## src/port_ctrl_pkg.sv

```systemverilog
package port_ctrl_pkg;
    // ==========================================
    // register map (byte addresses, one word each)
    localparam logic [7:0] ADDR_DRIVE = 8'h00;
    localparam logic [7:0] ADDR_IRQSC = 8'h04;
    localparam logic [7:0] ADDR_PULL = 8'h08;
    localparam logic [7:0] ADDR_SLEW = 8'h0C;
    localparam logic [7:0] ADDR_DIR_B = 8'h10;
    localparam logic [7:0] ADDR_DIR_C = 8'h14;
    localparam logic [7:0] ADDR_EDGE_B = 8'h18;
    localparam logic [7:0] ADDR_PINSEL_B = 8'h1C;
    localparam logic [7:0] ADDR_PINS = 8'h20;
    // ==========================================
    // status/control field positions
    localparam int BIT_FLAG = 3;
    localparam int BIT_ACK = 2;
    localparam int BIT_IE = 1;
    localparam int BIT_MOD = 0;
    // ==========================================
    // reset values
    localparam logic [7:0] RST_BYTE = 8'h00;
    localparam logic [3:0] RST_NIB = 4'h0;
    localparam logic [31:0] RD_ZERO = 32'h0000_0000;
    // pad controls for one port
    typedef struct packed {
        logic [7:0] pull_up;
        logic [7:0] pull_down;
        logic [7:0] high_drive;
        logic [7:0] slew;
    } pad_ctrl_t;
    // apb access phase states
    typedef enum logic [1:0] {
        ST_IDLE = 2'b00,
        ST_ACCESS = 2'b01
    } apb_state_t;
endpackage

```

## src/port_ctrl.sv

```systemverilog
`timescale 1ns/1ps
`default_nettype none
module port_ctrl (
    // clock and reset
    input wire logic pclk,
    input wire logic presetn,
    // apb slave
    input wire logic psel,
    input wire logic penable,
    input wire logic pwrite,
    input wire logic [7:0] paddr,
    input wire logic [31:0] pwdata,
    output logic [31:0] prdata,
    output logic pready,
    output logic pslverr,
    // port pins
    input wire logic [7:0] portb_pin_in,
    input wire logic [7:0] portc_pin_in,
    // pad controls and interrupt
    output port_ctrl_pkg::pad_ctrl_t portb_pad,
    output port_ctrl_pkg::pad_ctrl_t portc_pad,
    output logic portb_irq
);
    // ==========================================
    // registers
    logic [7:0] portb_drive_select_reg; // drive strength per pin
    logic [7:0] portc_pull_enable_reg; // pull-up enable per pin
    logic [7:0] portc_slew_enable_reg; // slew control per pin
    logic [7:0] dir_b_reg; // port b direction, 1 output
    logic [7:0] dir_c_reg; // port c direction, 1 output
    logic [7:0] portb_edge_select_reg; // polarity per pin
    logic [7:0] pin_sel_reg; // pin interrupt select
    logic portb_irq_flag_reg; // detected event
    logic portb_irq_enable_reg; // request enable
    logic portb_detect_mode_reg; // 0 edges, 1 edges and levels
    port_ctrl_pkg::apb_state_t state_reg;
    logic edge_hit;
    logic level_active;
    logic wr_en;
    logic rd_en;
    logic addr_ok;
    logic [31:0] rd_next;

    // address decode used for mapping checks
    function automatic logic is_mapped(input logic [7:0] a);
        case (a)
            port_ctrl_pkg::ADDR_DRIVE, port_ctrl_pkg::ADDR_IRQSC,
            port_ctrl_pkg::ADDR_PULL, port_ctrl_pkg::ADDR_SLEW,
            port_ctrl_pkg::ADDR_DIR_B, port_ctrl_pkg::ADDR_DIR_C,
            port_ctrl_pkg::ADDR_EDGE_B, port_ctrl_pkg::ADDR_PINSEL_B,
            port_ctrl_pkg::ADDR_PINS: is_mapped = 1'b1;
            default: is_mapped = 1'b0;
        endcase
    endfunction

    // ==========================================
    // detector instance
    pin_detect u_detect (
        .pclk(pclk),
        .presetn(presetn),
        .pin_in(portb_pin_in),
        .pin_sel(pin_sel_reg),
        .edge_sel(portb_edge_select_reg),
        .level_mode(portb_detect_mode_reg),
        .edge_hit(edge_hit),
        .level_active(level_active)
    );

    // ==========================================
    // apb: one wait state, answer in second access cycle
    assign addr_ok = is_mapped(paddr);
    assign wr_en = psel & penable & pwrite & (state_reg == port_ctrl_pkg::ST_ACCESS);
    assign rd_en = psel & penable & ~pwrite & (state_reg == port_ctrl_pkg::ST_ACCESS);

    // access phase sequencing
    always_ff @(posedge pclk or negedge presetn) begin
        if (!presetn) begin
            state_reg <= port_ctrl_pkg::ST_IDLE;
        end else begin
            case (state_reg)
                port_ctrl_pkg::ST_IDLE: begin
                    if (psel & penable) begin
                        state_reg <= port_ctrl_pkg::ST_ACCESS;
                    end
                end
                port_ctrl_pkg::ST_ACCESS: begin
                    state_reg <= port_ctrl_pkg::ST_IDLE;
                end
                default: begin
                    state_reg <= port_ctrl_pkg::ST_IDLE;
                end
            endcase
        end
    end

    // pready and error, registered
    always_ff @(posedge pclk or negedge presetn) begin
        if (!presetn) begin
            pready <= 1'b0;
            pslverr <= 1'b0;
        end else begin
            pready <= psel & penable & (state_reg == port_ctrl_pkg::ST_IDLE) & ~pready;
            pslverr <= psel & penable & (state_reg == port_ctrl_pkg::ST_IDLE) & ~pready
                & ~addr_ok;
        end
    end

    // read mux
    always_comb begin
        rd_next = port_ctrl_pkg::RD_ZERO;
        case (paddr)
            port_ctrl_pkg::ADDR_DRIVE: rd_next[7:0] = portb_drive_select_reg;
            port_ctrl_pkg::ADDR_IRQSC: begin
                rd_next[port_ctrl_pkg::BIT_FLAG] = portb_irq_flag_reg;
                rd_next[port_ctrl_pkg::BIT_ACK] = 1'b0;
                rd_next[port_ctrl_pkg::BIT_IE] = portb_irq_enable_reg;
                rd_next[port_ctrl_pkg::BIT_MOD] = portb_detect_mode_reg;
            end
            port_ctrl_pkg::ADDR_PULL: rd_next[7:0] = portc_pull_enable_reg;
            port_ctrl_pkg::ADDR_SLEW: rd_next[7:0] = portc_slew_enable_reg;
            port_ctrl_pkg::ADDR_DIR_B: rd_next[7:0] = dir_b_reg;
            port_ctrl_pkg::ADDR_DIR_C: rd_next[7:0] = dir_c_reg;
            port_ctrl_pkg::ADDR_EDGE_B: rd_next[7:0] = portb_edge_select_reg;
            port_ctrl_pkg::ADDR_PINSEL_B: rd_next[7:0] = pin_sel_reg;
            port_ctrl_pkg::ADDR_PINS: rd_next[15:0] = {portc_pin_in, portb_pin_in};
            default: rd_next = port_ctrl_pkg::RD_ZERO;
        endcase
    end

    // read data register, loaded with pready
    always_ff @(posedge pclk or negedge presetn) begin
        if (!presetn) begin
            prdata <= port_ctrl_pkg::RD_ZERO;
        end else if (psel & penable & ~pwrite & (state_reg == port_ctrl_pkg::ST_IDLE)) begin
            prdata <= rd_next;
        end
    end

    // ==========================================
    // plain configuration registers
    always_ff @(posedge pclk or negedge presetn) begin
        if (!presetn) begin
            portb_drive_select_reg <= port_ctrl_pkg::RST_BYTE;
            portc_pull_enable_reg <= port_ctrl_pkg::RST_BYTE;
            portc_slew_enable_reg <= port_ctrl_pkg::RST_BYTE;
            dir_b_reg <= port_ctrl_pkg::RST_BYTE;
            dir_c_reg <= port_ctrl_pkg::RST_BYTE;
            portb_edge_select_reg <= port_ctrl_pkg::RST_BYTE;
            pin_sel_reg <= port_ctrl_pkg::RST_BYTE;
        end else if (wr_en) begin
            case (paddr)
                port_ctrl_pkg::ADDR_DRIVE: portb_drive_select_reg <= pwdata[7:0];
                port_ctrl_pkg::ADDR_PULL: portc_pull_enable_reg <= pwdata[7:0];
                port_ctrl_pkg::ADDR_SLEW: portc_slew_enable_reg <= pwdata[7:0];
                port_ctrl_pkg::ADDR_DIR_B: dir_b_reg <= pwdata[7:0];
                port_ctrl_pkg::ADDR_DIR_C: dir_c_reg <= pwdata[7:0];
                port_ctrl_pkg::ADDR_EDGE_B: portb_edge_select_reg <= pwdata[7:0];
                port_ctrl_pkg::ADDR_PINSEL_B: pin_sel_reg <= pwdata[7:0];
                default: begin
                end
            endcase
        end
    end

    // enable and mode bits
    always_ff @(posedge pclk or negedge presetn) begin
        if (!presetn) begin
            portb_irq_enable_reg <= 1'b0;
            portb_detect_mode_reg <= 1'b0;
        end else if (wr_en && paddr == port_ctrl_pkg::ADDR_IRQSC) begin
            portb_irq_enable_reg <= pwdata[port_ctrl_pkg::BIT_IE];
            portb_detect_mode_reg <= pwdata[port_ctrl_pkg::BIT_MOD];
        end
    end

    // ==========================================
    // interrupt flag: set wins over ack
    always_ff @(posedge pclk or negedge presetn) begin
        if (!presetn) begin
            portb_irq_flag_reg <= 1'b0;
        end else if (edge_hit | level_active) begin
            portb_irq_flag_reg <= 1'b1;
        end else if (wr_en && paddr == port_ctrl_pkg::ADDR_IRQSC
            && pwdata[port_ctrl_pkg::BIT_ACK]) begin
            portb_irq_flag_reg <= 1'b0;
        end
    end

    // request output
    always_ff @(posedge pclk or negedge presetn) begin
        if (!presetn) begin
            portb_irq <= 1'b0;
        end else begin
            portb_irq <= portb_irq_flag_reg & portb_irq_enable_reg;
        end
    end

    // ==========================================
    // pad controls, qualified by direction
    always_ff @(posedge pclk or negedge presetn) begin
        if (!presetn) begin
            portb_pad <= '0;
            portc_pad <= '0;
        end else begin
            portb_pad.high_drive <= portb_drive_select_reg & dir_b_reg;
            portb_pad.pull_up <= port_ctrl_pkg::RST_BYTE;
            portb_pad.pull_down <= pin_sel_reg & portb_edge_select_reg & ~dir_b_reg;
            portb_pad.slew <= port_ctrl_pkg::RST_BYTE;
            portc_pad.pull_up <= portc_pull_enable_reg & ~dir_c_reg;
            portc_pad.pull_down <= port_ctrl_pkg::RST_BYTE;
            portc_pad.high_drive <= port_ctrl_pkg::RST_BYTE;
            portc_pad.slew <= portc_slew_enable_reg & dir_c_reg;
        end
    end

    // ==========================================
    // checks: bus handshake
    // ready is a one-cycle pulse
    a_ready_pulse: assert property (@(posedge pclk) disable iff (!presetn)
        pready |=> !pready) else $error("ready longer than one cycle");
    // error only ever marks an answered transfer
    a_err_with_ready: assert property (@(posedge pclk) disable iff (!presetn)
        pslverr |-> pready) else $error("error without ready");
    // a read is answered in its second access cycle
    a_read_answer: assert property (@(posedge pclk) disable iff (!presetn)
        rd_en |-> pready) else $error("read not answered");
    // a write lands in the cycle that ready stands
    a_write_answer: assert property (@(posedge pclk) disable iff (!presetn)
        wr_en |-> pready) else $error("write not answered");
    // unmapped addresses answer with an error
    a_err_unmapped: assert property (@(posedge pclk) disable iff (!presetn)
        (pready && !addr_ok) |-> pslverr) else $error("no error on unmapped address");
    // mapped addresses never answer with an error
    a_mapped_ok: assert property (@(posedge pclk) disable iff (!presetn)
        (pready && addr_ok) |-> !pslverr) else $error("error on mapped address");

    // ==========================================
    // checks: interrupt flag
    // an enabled pin edge sets the flag
    a_flag_set_edge: assert property (@(posedge pclk) disable iff (!presetn)
        edge_hit |=> portb_irq_flag_reg) else $error("flag not set on edge");
    // an active level sets the flag in level mode
    a_flag_set_level: assert property (@(posedge pclk) disable iff (!presetn)
        level_active |=> portb_irq_flag_reg) else $error("flag not set on level");
    // ack with no pending event clears the flag
    a_ack_clears: assert property (@(posedge pclk) disable iff (!presetn)
        (wr_en && paddr == port_ctrl_pkg::ADDR_IRQSC && pwdata[port_ctrl_pkg::BIT_ACK]
        && !edge_hit && !level_active) |=> !portb_irq_flag_reg)
        else $error("ack did not clear flag");
    // nothing but an event sets the flag
    a_flag_no_write: assert property (@(posedge pclk) disable iff (!presetn)
        (!portb_irq_flag_reg && !edge_hit && !level_active) |=> !portb_irq_flag_reg)
        else $error("flag set without event");
    // a write without ack leaves the flag alone
    a_flag_write_kept: assert property (@(posedge pclk) disable iff (!presetn)
        (wr_en && paddr == port_ctrl_pkg::ADDR_IRQSC && !pwdata[port_ctrl_pkg::BIT_ACK])
        |=> portb_irq_flag_reg == $past(portb_irq_flag_reg | edge_hit | level_active))
        else $error("flag changed by write");
    // in level mode, ack fails while a selected pin is still active
    a_level_holds: assert property (@(posedge pclk) disable iff (!presetn)
        (level_active && portb_irq_flag_reg) |=> portb_irq_flag_reg)
        else $error("flag lost while level active");
    // edge mode never reports levels
    a_edge_mode: assert property (@(posedge pclk) disable iff (!presetn)
        !portb_detect_mode_reg |-> !level_active) else $error("level in edge mode");
    // ack bit reads back as zero
    a_ack_reads_zero: assert property (@(posedge pclk) disable iff (!presetn)
        (pready && !pwrite && paddr == port_ctrl_pkg::ADDR_IRQSC)
        |-> !prdata[port_ctrl_pkg::BIT_ACK]) else $error("ack read one");

    // ==========================================
    // checks: interrupt request
    // request mirrors flag and enable one cycle late
    a_irq_follows: assert property (@(posedge pclk) disable iff (!presetn)
        ##1 portb_irq == $past(portb_irq_flag_reg & portb_irq_enable_reg))
        else $error("irq mismatch");
    // disabled requests stay low
    a_irq_enable_gate: assert property (@(posedge pclk) disable iff (!presetn)
        (!portb_irq_enable_reg) |=> !portb_irq) else $error("irq while disabled");
    // a pending enabled flag raises the request
    a_irq_raised: assert property (@(posedge pclk) disable iff (!presetn)
        (portb_irq_flag_reg && portb_irq_enable_reg) |=> portb_irq)
        else $error("irq not raised");
    // enable bit loads from the written word
    a_enable_load: assert property (@(posedge pclk) disable iff (!presetn)
        (wr_en && paddr == port_ctrl_pkg::ADDR_IRQSC)
        |=> portb_irq_enable_reg == $past(pwdata[port_ctrl_pkg::BIT_IE]))
        else $error("enable not loaded");
    // mode bit loads from the written word
    a_mode_load: assert property (@(posedge pclk) disable iff (!presetn)
        (wr_en && paddr == port_ctrl_pkg::ADDR_IRQSC)
        |=> portb_detect_mode_reg == $past(pwdata[port_ctrl_pkg::BIT_MOD]))
        else $error("mode not loaded");

    // ==========================================
    // checks: pad controls
    // high drive follows the select bit on outputs
    a_drive_output: assert property (@(posedge pclk) disable iff (!presetn)
        ##1 portb_pad.high_drive == $past(portb_drive_select_reg & dir_b_reg))
        else $error("drive not applied");
    // drive select ignored on input pins
    a_drive_input: assert property (@(posedge pclk) disable iff (!presetn)
        ##1 (portb_pad.high_drive & ~$past(dir_b_reg)) == 8'h00)
        else $error("drive on input pin");
    // pull-up follows the enable bit on inputs
    a_pull_input: assert property (@(posedge pclk) disable iff (!presetn)
        ##1 portc_pad.pull_up == $past(portc_pull_enable_reg & ~dir_c_reg))
        else $error("pull-up not applied");
    // output pins keep their pulls off
    a_pull_output: assert property (@(posedge pclk) disable iff (!presetn)
        ##1 (portc_pad.pull_up & $past(dir_c_reg)) == 8'h00)
        else $error("pull on output pin");
    // port c never pulls down
    a_pull_down_c: assert property (@(posedge pclk) disable iff (!presetn)
        portc_pad.pull_down == 8'h00) else $error("pull-down on port c");
    // pull-downs only on selected rising-edge inputs
    a_pull_down_b: assert property (@(posedge pclk) disable iff (!presetn)
        ##1 portb_pad.pull_down == $past(pin_sel_reg & portb_edge_select_reg & ~dir_b_reg))
        else $error("pull-down misapplied");
    // slew follows the enable bit on outputs
    a_slew_output: assert property (@(posedge pclk) disable iff (!presetn)
        ##1 portc_pad.slew == $past(portc_slew_enable_reg & dir_c_reg))
        else $error("slew not applied");
    // slew select ignored on input pins
    a_slew_input: assert property (@(posedge pclk) disable iff (!presetn)
        ##1 (portc_pad.slew & ~$past(dir_c_reg)) == 8'h00)
        else $error("slew on input pin");
endmodule
`default_nettype wire

```

## src/pin_detect.sv

```systemverilog
`timescale 1ns/1ps
`default_nettype none
// per-pin edge/level detector for the interrupt pins
module pin_detect (
    // clock and reset
    input wire logic pclk,
    input wire logic presetn,
    // pin levels and configuration
    input wire logic [7:0] pin_in,
    input wire logic [7:0] pin_sel,
    input wire logic [7:0] edge_sel,
    input wire logic level_mode,
    // detection results
    output logic edge_hit,
    output logic level_active
);
    // ==========================================
    // previous sample of the pins
    logic [7:0] prev_reg;
    logic [7:0] act_now;
    logic [7:0] act_prev;

    // pin polarity: edge_sel 1 means rising/high
    assign act_now = ~(pin_in ^ edge_sel);
    assign act_prev = ~(prev_reg ^ edge_sel);

    // remember pin levels
    always_ff @(posedge pclk or negedge presetn) begin
        if (!presetn) begin
            prev_reg <= port_ctrl_pkg::RST_BYTE;
        end else begin
            prev_reg <= pin_in;
        end
    end

    // edge: enabled pin newly at active level
    assign edge_hit = |(pin_sel & act_now & ~act_prev);
    // level: enabled pin still active, only in level mode
    assign level_active = level_mode & |(pin_sel & act_now);
endmodule
`default_nettype wire

```

## config.mk

```make
export PLATFORM = sky130hd
export DESIGN_NAME = port_ctrl
export DESIGN_NICKNAME = d
export VERILOG_FILES = /design/src/port_ctrl_pkg.sv /design/src/port_ctrl.sv /design/src/pin_detect.sv
export SDC_FILE = /design/constraint.sdc
export NUM_CORES = 1
export LEC_CHECK = 0
export ABC_CLOCK_PERIOD_IN_PS = 1800
export CORE_ASPECT_RATIO = 2
export CORE_MARGIN = 4
export CORE_UTILIZATION = 35
export CTS_BUF_LIST = sky130_fd_sc_hd__clkbuf_4
export DETAILED_ROUTE_END_ITERATION = 8
export DONT_BUFFER_PORTS = 1
export GPL_ROUTABILITY_DRIVEN = 0
export PLACE_DENSITY = 0.57
export SYNTH_ARGS = -nofsm -noshare
export SYNTH_HDL_FRONTEND = slang
export SYNTH_HIERARCHICAL = 1
export SYNTH_SLANG_ARGS = --single-unit
```

## constraint.sdc

```tcl
create_clock -name pclk -period 1.8 [get_ports pclk]
set_clock_uncertainty 0.05 [all_clocks]
set_input_delay 0.09 -clock pclk [delete_from_list [all_inputs] [get_ports pclk]]
set_output_delay 0.09 -clock pclk [all_outputs]
set_load 0.01 [all_outputs]
```

==> impl.org <==
** Outcome
- Run status :: finished with violations
- The final reports fail on negative hold slack.

** Yosys
- Number of enable flip-flop cells after synthesis :: 0
- A synthesized cell averages 11.9 um2.
- Register area share after synthesis :: 53.3%
- FFs w/ async S/R, synth :: 100%
- dfrtp_1 takes more of the synthesized area than any other cell.
- Main area contributors after synthesis :: dfrtp_1 53%, mux2_2 13%, buf_4 6.4%
- In this run, synthesis produced a sequential element count of 119.
- Summing every instance area after synthesis gives 0.00559 mm2.
- After synthesis, the netlist uses 49 different library cells.
- Post-synthesis instance total :: 471
- The share of synthesized area in the top cell type comes to 53.3%.
- Number of warnings issued by yosys :: 6
- For this run, the leading register cell type out of synthesis is dfrtp_1.

** Clock network
- The H-tree was split into 4 levels.
- CTS tree :: built
- Maximum buffer depth of the clock tree :: 2
- Clock-pin slew was measured on the worst setup and hold paths at 110 ps.
- Buffers inserted during clock tree synthesis total 17.
- Clock Sinks :: 119
- Insertion delay to the later sink of the worst-skew pair :: 550 ps
- Clock root buffer :: clkbuf_4

** Routing
- Dividing the detail-routed via count by the number of cells gives 5.19.
- In the final routed layout, each cell accounts on average for 20.6 um.
- The routed design has 15600 um of wire.
- Detailed-route via count :: 3937
- Number of nets with antenna violations after routing :: 0
- The detailed router finished its first iteration with 264 violations.
- In the routed design, unresolved DRC markers number 0.
- For this run, the detailed router's first-pass iteration total came to 6.

** STA
- Tightest slew margin relative to the limit :: 65.8%
- The smallest clock period supported by the final layout is computed as 1800 ps.
- Number of hold-slack violations in the final timing report :: 124
- Post-route setup TNS :: 0 ps
- Slew Viols, Final :: 0
- Derived from the worst setup path, the maximum achievable clock frequency is 0.556 GHz.
- Setup repair after global routing could not meet its margin everywhere.
- Of the available clock period, the critical path in the final layout requires 99.9%.
- Final setup fails :: 0
- Across all hold checks on the routed design, the worst slack comes to -818 ps.
- The worst path meets setup with 2.66 ps of slack.
- At the pin with the least slew margin, the transition time is 512 ps.

** Global routing
- The via count of the first global-routing pass was 4163.
- The number of antenna violations at the first check in global routing is 1.
- Met3 Resource Use GR :: 4.83%
- Wire length of the first global-routing pass :: 23700 um
- Top Usage Layer GRT :: met2
- Pin count of the biggest net entering global routing :: 120
- Grt total ovfl :: 0
- Global routing consumed, on the met1 layer, 17.5% of the routing resources.
- For met2 alone, demand over resource in global routing was 30.9%.
- GRT Overall Usage :: 17.1%

** Critical path
- Measured in cells, the most critical reg-to-reg path has a length of 4.
- Origin of the critical flop-to-flop path :: state_reg[0]
- Kind of end point of the critical path :: flop
- Crit Path Class :: flop to flop
- Flop2flop setup slack :: 3 ps
- The endpoint identified for the worst register-to-register timing path is portc_pull_enable_reg[1].
- CP Max Fanout :: 8
- Arrival time of data at the critical path endpoint :: 2180 ps
- At the worst endpoint, the required time is 2180 ps.
- The worst setup path is launched from a flop.

** Placement
- Port-buffer cells :: 0
- Placed Cells :: 684
- Before CTS, the worst setup slack after placement is -58.3 ps.
- Once placement finished, the instance area stood at 0.00581 mm2.
- Post-DP HPWL :: 10600 um

** Floorplan
- Die height :: 187 um
- The floorplan has 65 rows.
- The floorplan step defined a die boundary enclosing 0.0182 mm2.
- I/O pin total :: 160
- Core area :: 0.0157 mm2
- Initial Util :: 35.6%
- Floorplan die width :: 97.4 um

** Layout
- The area growth from synthesis to layout is 17.3%.
- Layout cells sized above 1 :: 24.8%
- Largest registers :: portb_pad: 16 flops, portc_pad: 16 flops, prdata: 16 flops
- Once layout is complete, the cells apart from fillers number 758.
- # nets final :: 604
- With fillers left out, the area of the finished cells amounts to 0.00656 mm2.

** Power
- Power density over the cells :: 750 mW/mm2
- Leak :: 0.00312 uW
- Maximum ir drop on the vdd rail :: 0.434 mV

** Hold path
- Worst min path class :: primary input to async pin

** Job
- The tool flagged a number of max-cap violations equal to 0.
-- per-layer routing --
metal,vias to the layer above,wire (um)
met2,192,8400
met5,-,0
met3,33,1090
met4,0,641
li1,1731,-
met1,1981,5510
-- repair_timing --
item	in CTS	in global routing
hold buffers	38	3
resized for setup	1	14
endpoints found under the hold margin	205	128
endpoints found under the setup margin	23	22
pin swaps	3	1
buffers inserted	0	0
-- critical path, cell delays in order (launching register included) --
cell,delay [ps]
dfrtp_1,370
nand2_2,50
or4_4,540
nor2_8,300
mux2_2,370
-- per-stage QoR --
step	hold WS [ps]	power [uW]	utilization [%]
2_1_floorplan	-256	3010	-
3_3_place_gp	-252	2960	37.0
3_5_place_dp	-252	2960	37.0
4_1_cts	-868	4960	41.2
5_1_grt	-872	5110	41.8
6_report	-818	4920	41.8
-- report_power, final --
group          leakage (uW)  internal (uW)  switching [uW]
clock              0.000146            843            1050
combinational       0.00134            130             165
sequential          0.00163           2700            27.3
-- cells in the final DEF (no fill, tap or decap), types with 9 or more instances in the layout --
cell and count:
nor2b_1 10, mux2_4 19, mux2_2 49, nor2_1 19, and2_1 19, clkbuf_4 19, a21oi_1 10, dlygate4sd3_1 41
nand2_1 38, a22oi_1 15, conb_1 48, o22ai_1 10, dfrtp_1 119, buf_4 25, nand2b_1 9
-- final cells by class --
cell class	count	area (um2)
Fill cell	1489	9140
Multi-Input combinational cell	335	2420
Clock inverter	13	133
Inverter	3	11.3
Clock buffer	19	143
Tap cell	201	251
Antenna cell	1	2.50
Sequential cell	119	2980
Timing Repair Buffer	67	618
-- how the worst max path moves through the flow --
stage / startpoint / end / slack (ps) / depth (start not counted)
CTS: state_reg[0] / portc_pull_enable_reg[7] / -20 / 4
global placement: paddr[6] / portc_slew_enable_reg[0] / -50 / 4
finish: state_reg[0] / portc_pull_enable_reg[1] / 3 / 4
detailed placement: paddr[6] / portc_slew_enable_reg[5] / -60 / 4
global route: state_reg[0] / portc_pull_enable_reg[1] / -40 / 4
floorplan: paddr[5] / portc_slew_enable_reg[0] / 20 / 6
-- kinds of logic (layout without fill, tap and decap cells) --
kind of cell / count (synthesis) / in the layout / synth area share, %
buffers and inverters: 64 / 102 / 8.06
AND/OR/NAND/NOR: 134 / 134 / 13.4
flip-flops: 119 / 119 / 53.3
multiplexers: 75 / 75 / 15.2
XOR/XNOR: 8 / 8 / 1.25
AO/OA/AOI/OAI: 70 / 70 / 8.77
other: 1 / 49 / 0.0671
-- Yosys cell counts, types with 2 or more instances --
cell type and n:
a21oi_1 10, mux2_2 65, nor4b_1 3, nor2b_1 10, o22ai_1 10, xnor2_1 8
nand4_1 4, nor2_2 4, or3_1 2, mux2_1 3, o21ai_0 9, nor2_8 3
nor4_1 2, and2_1 19, nand3b_1 2, a22oi_1 15, a221oi_1 3, clkbuf_1 8
buf_4 48, a22o_1 8, buf_6 4, dfrtp_1 119, and3_1 3, o221ai_1 2
nor2_1 19, mux2i_1 6, nand2b_1 9, nand3_1 6, inv_1 3, nor3_1 4
a32o_1 2, nand2_1 39, a31oi_1 3
(Power assumes the default switching activity.)
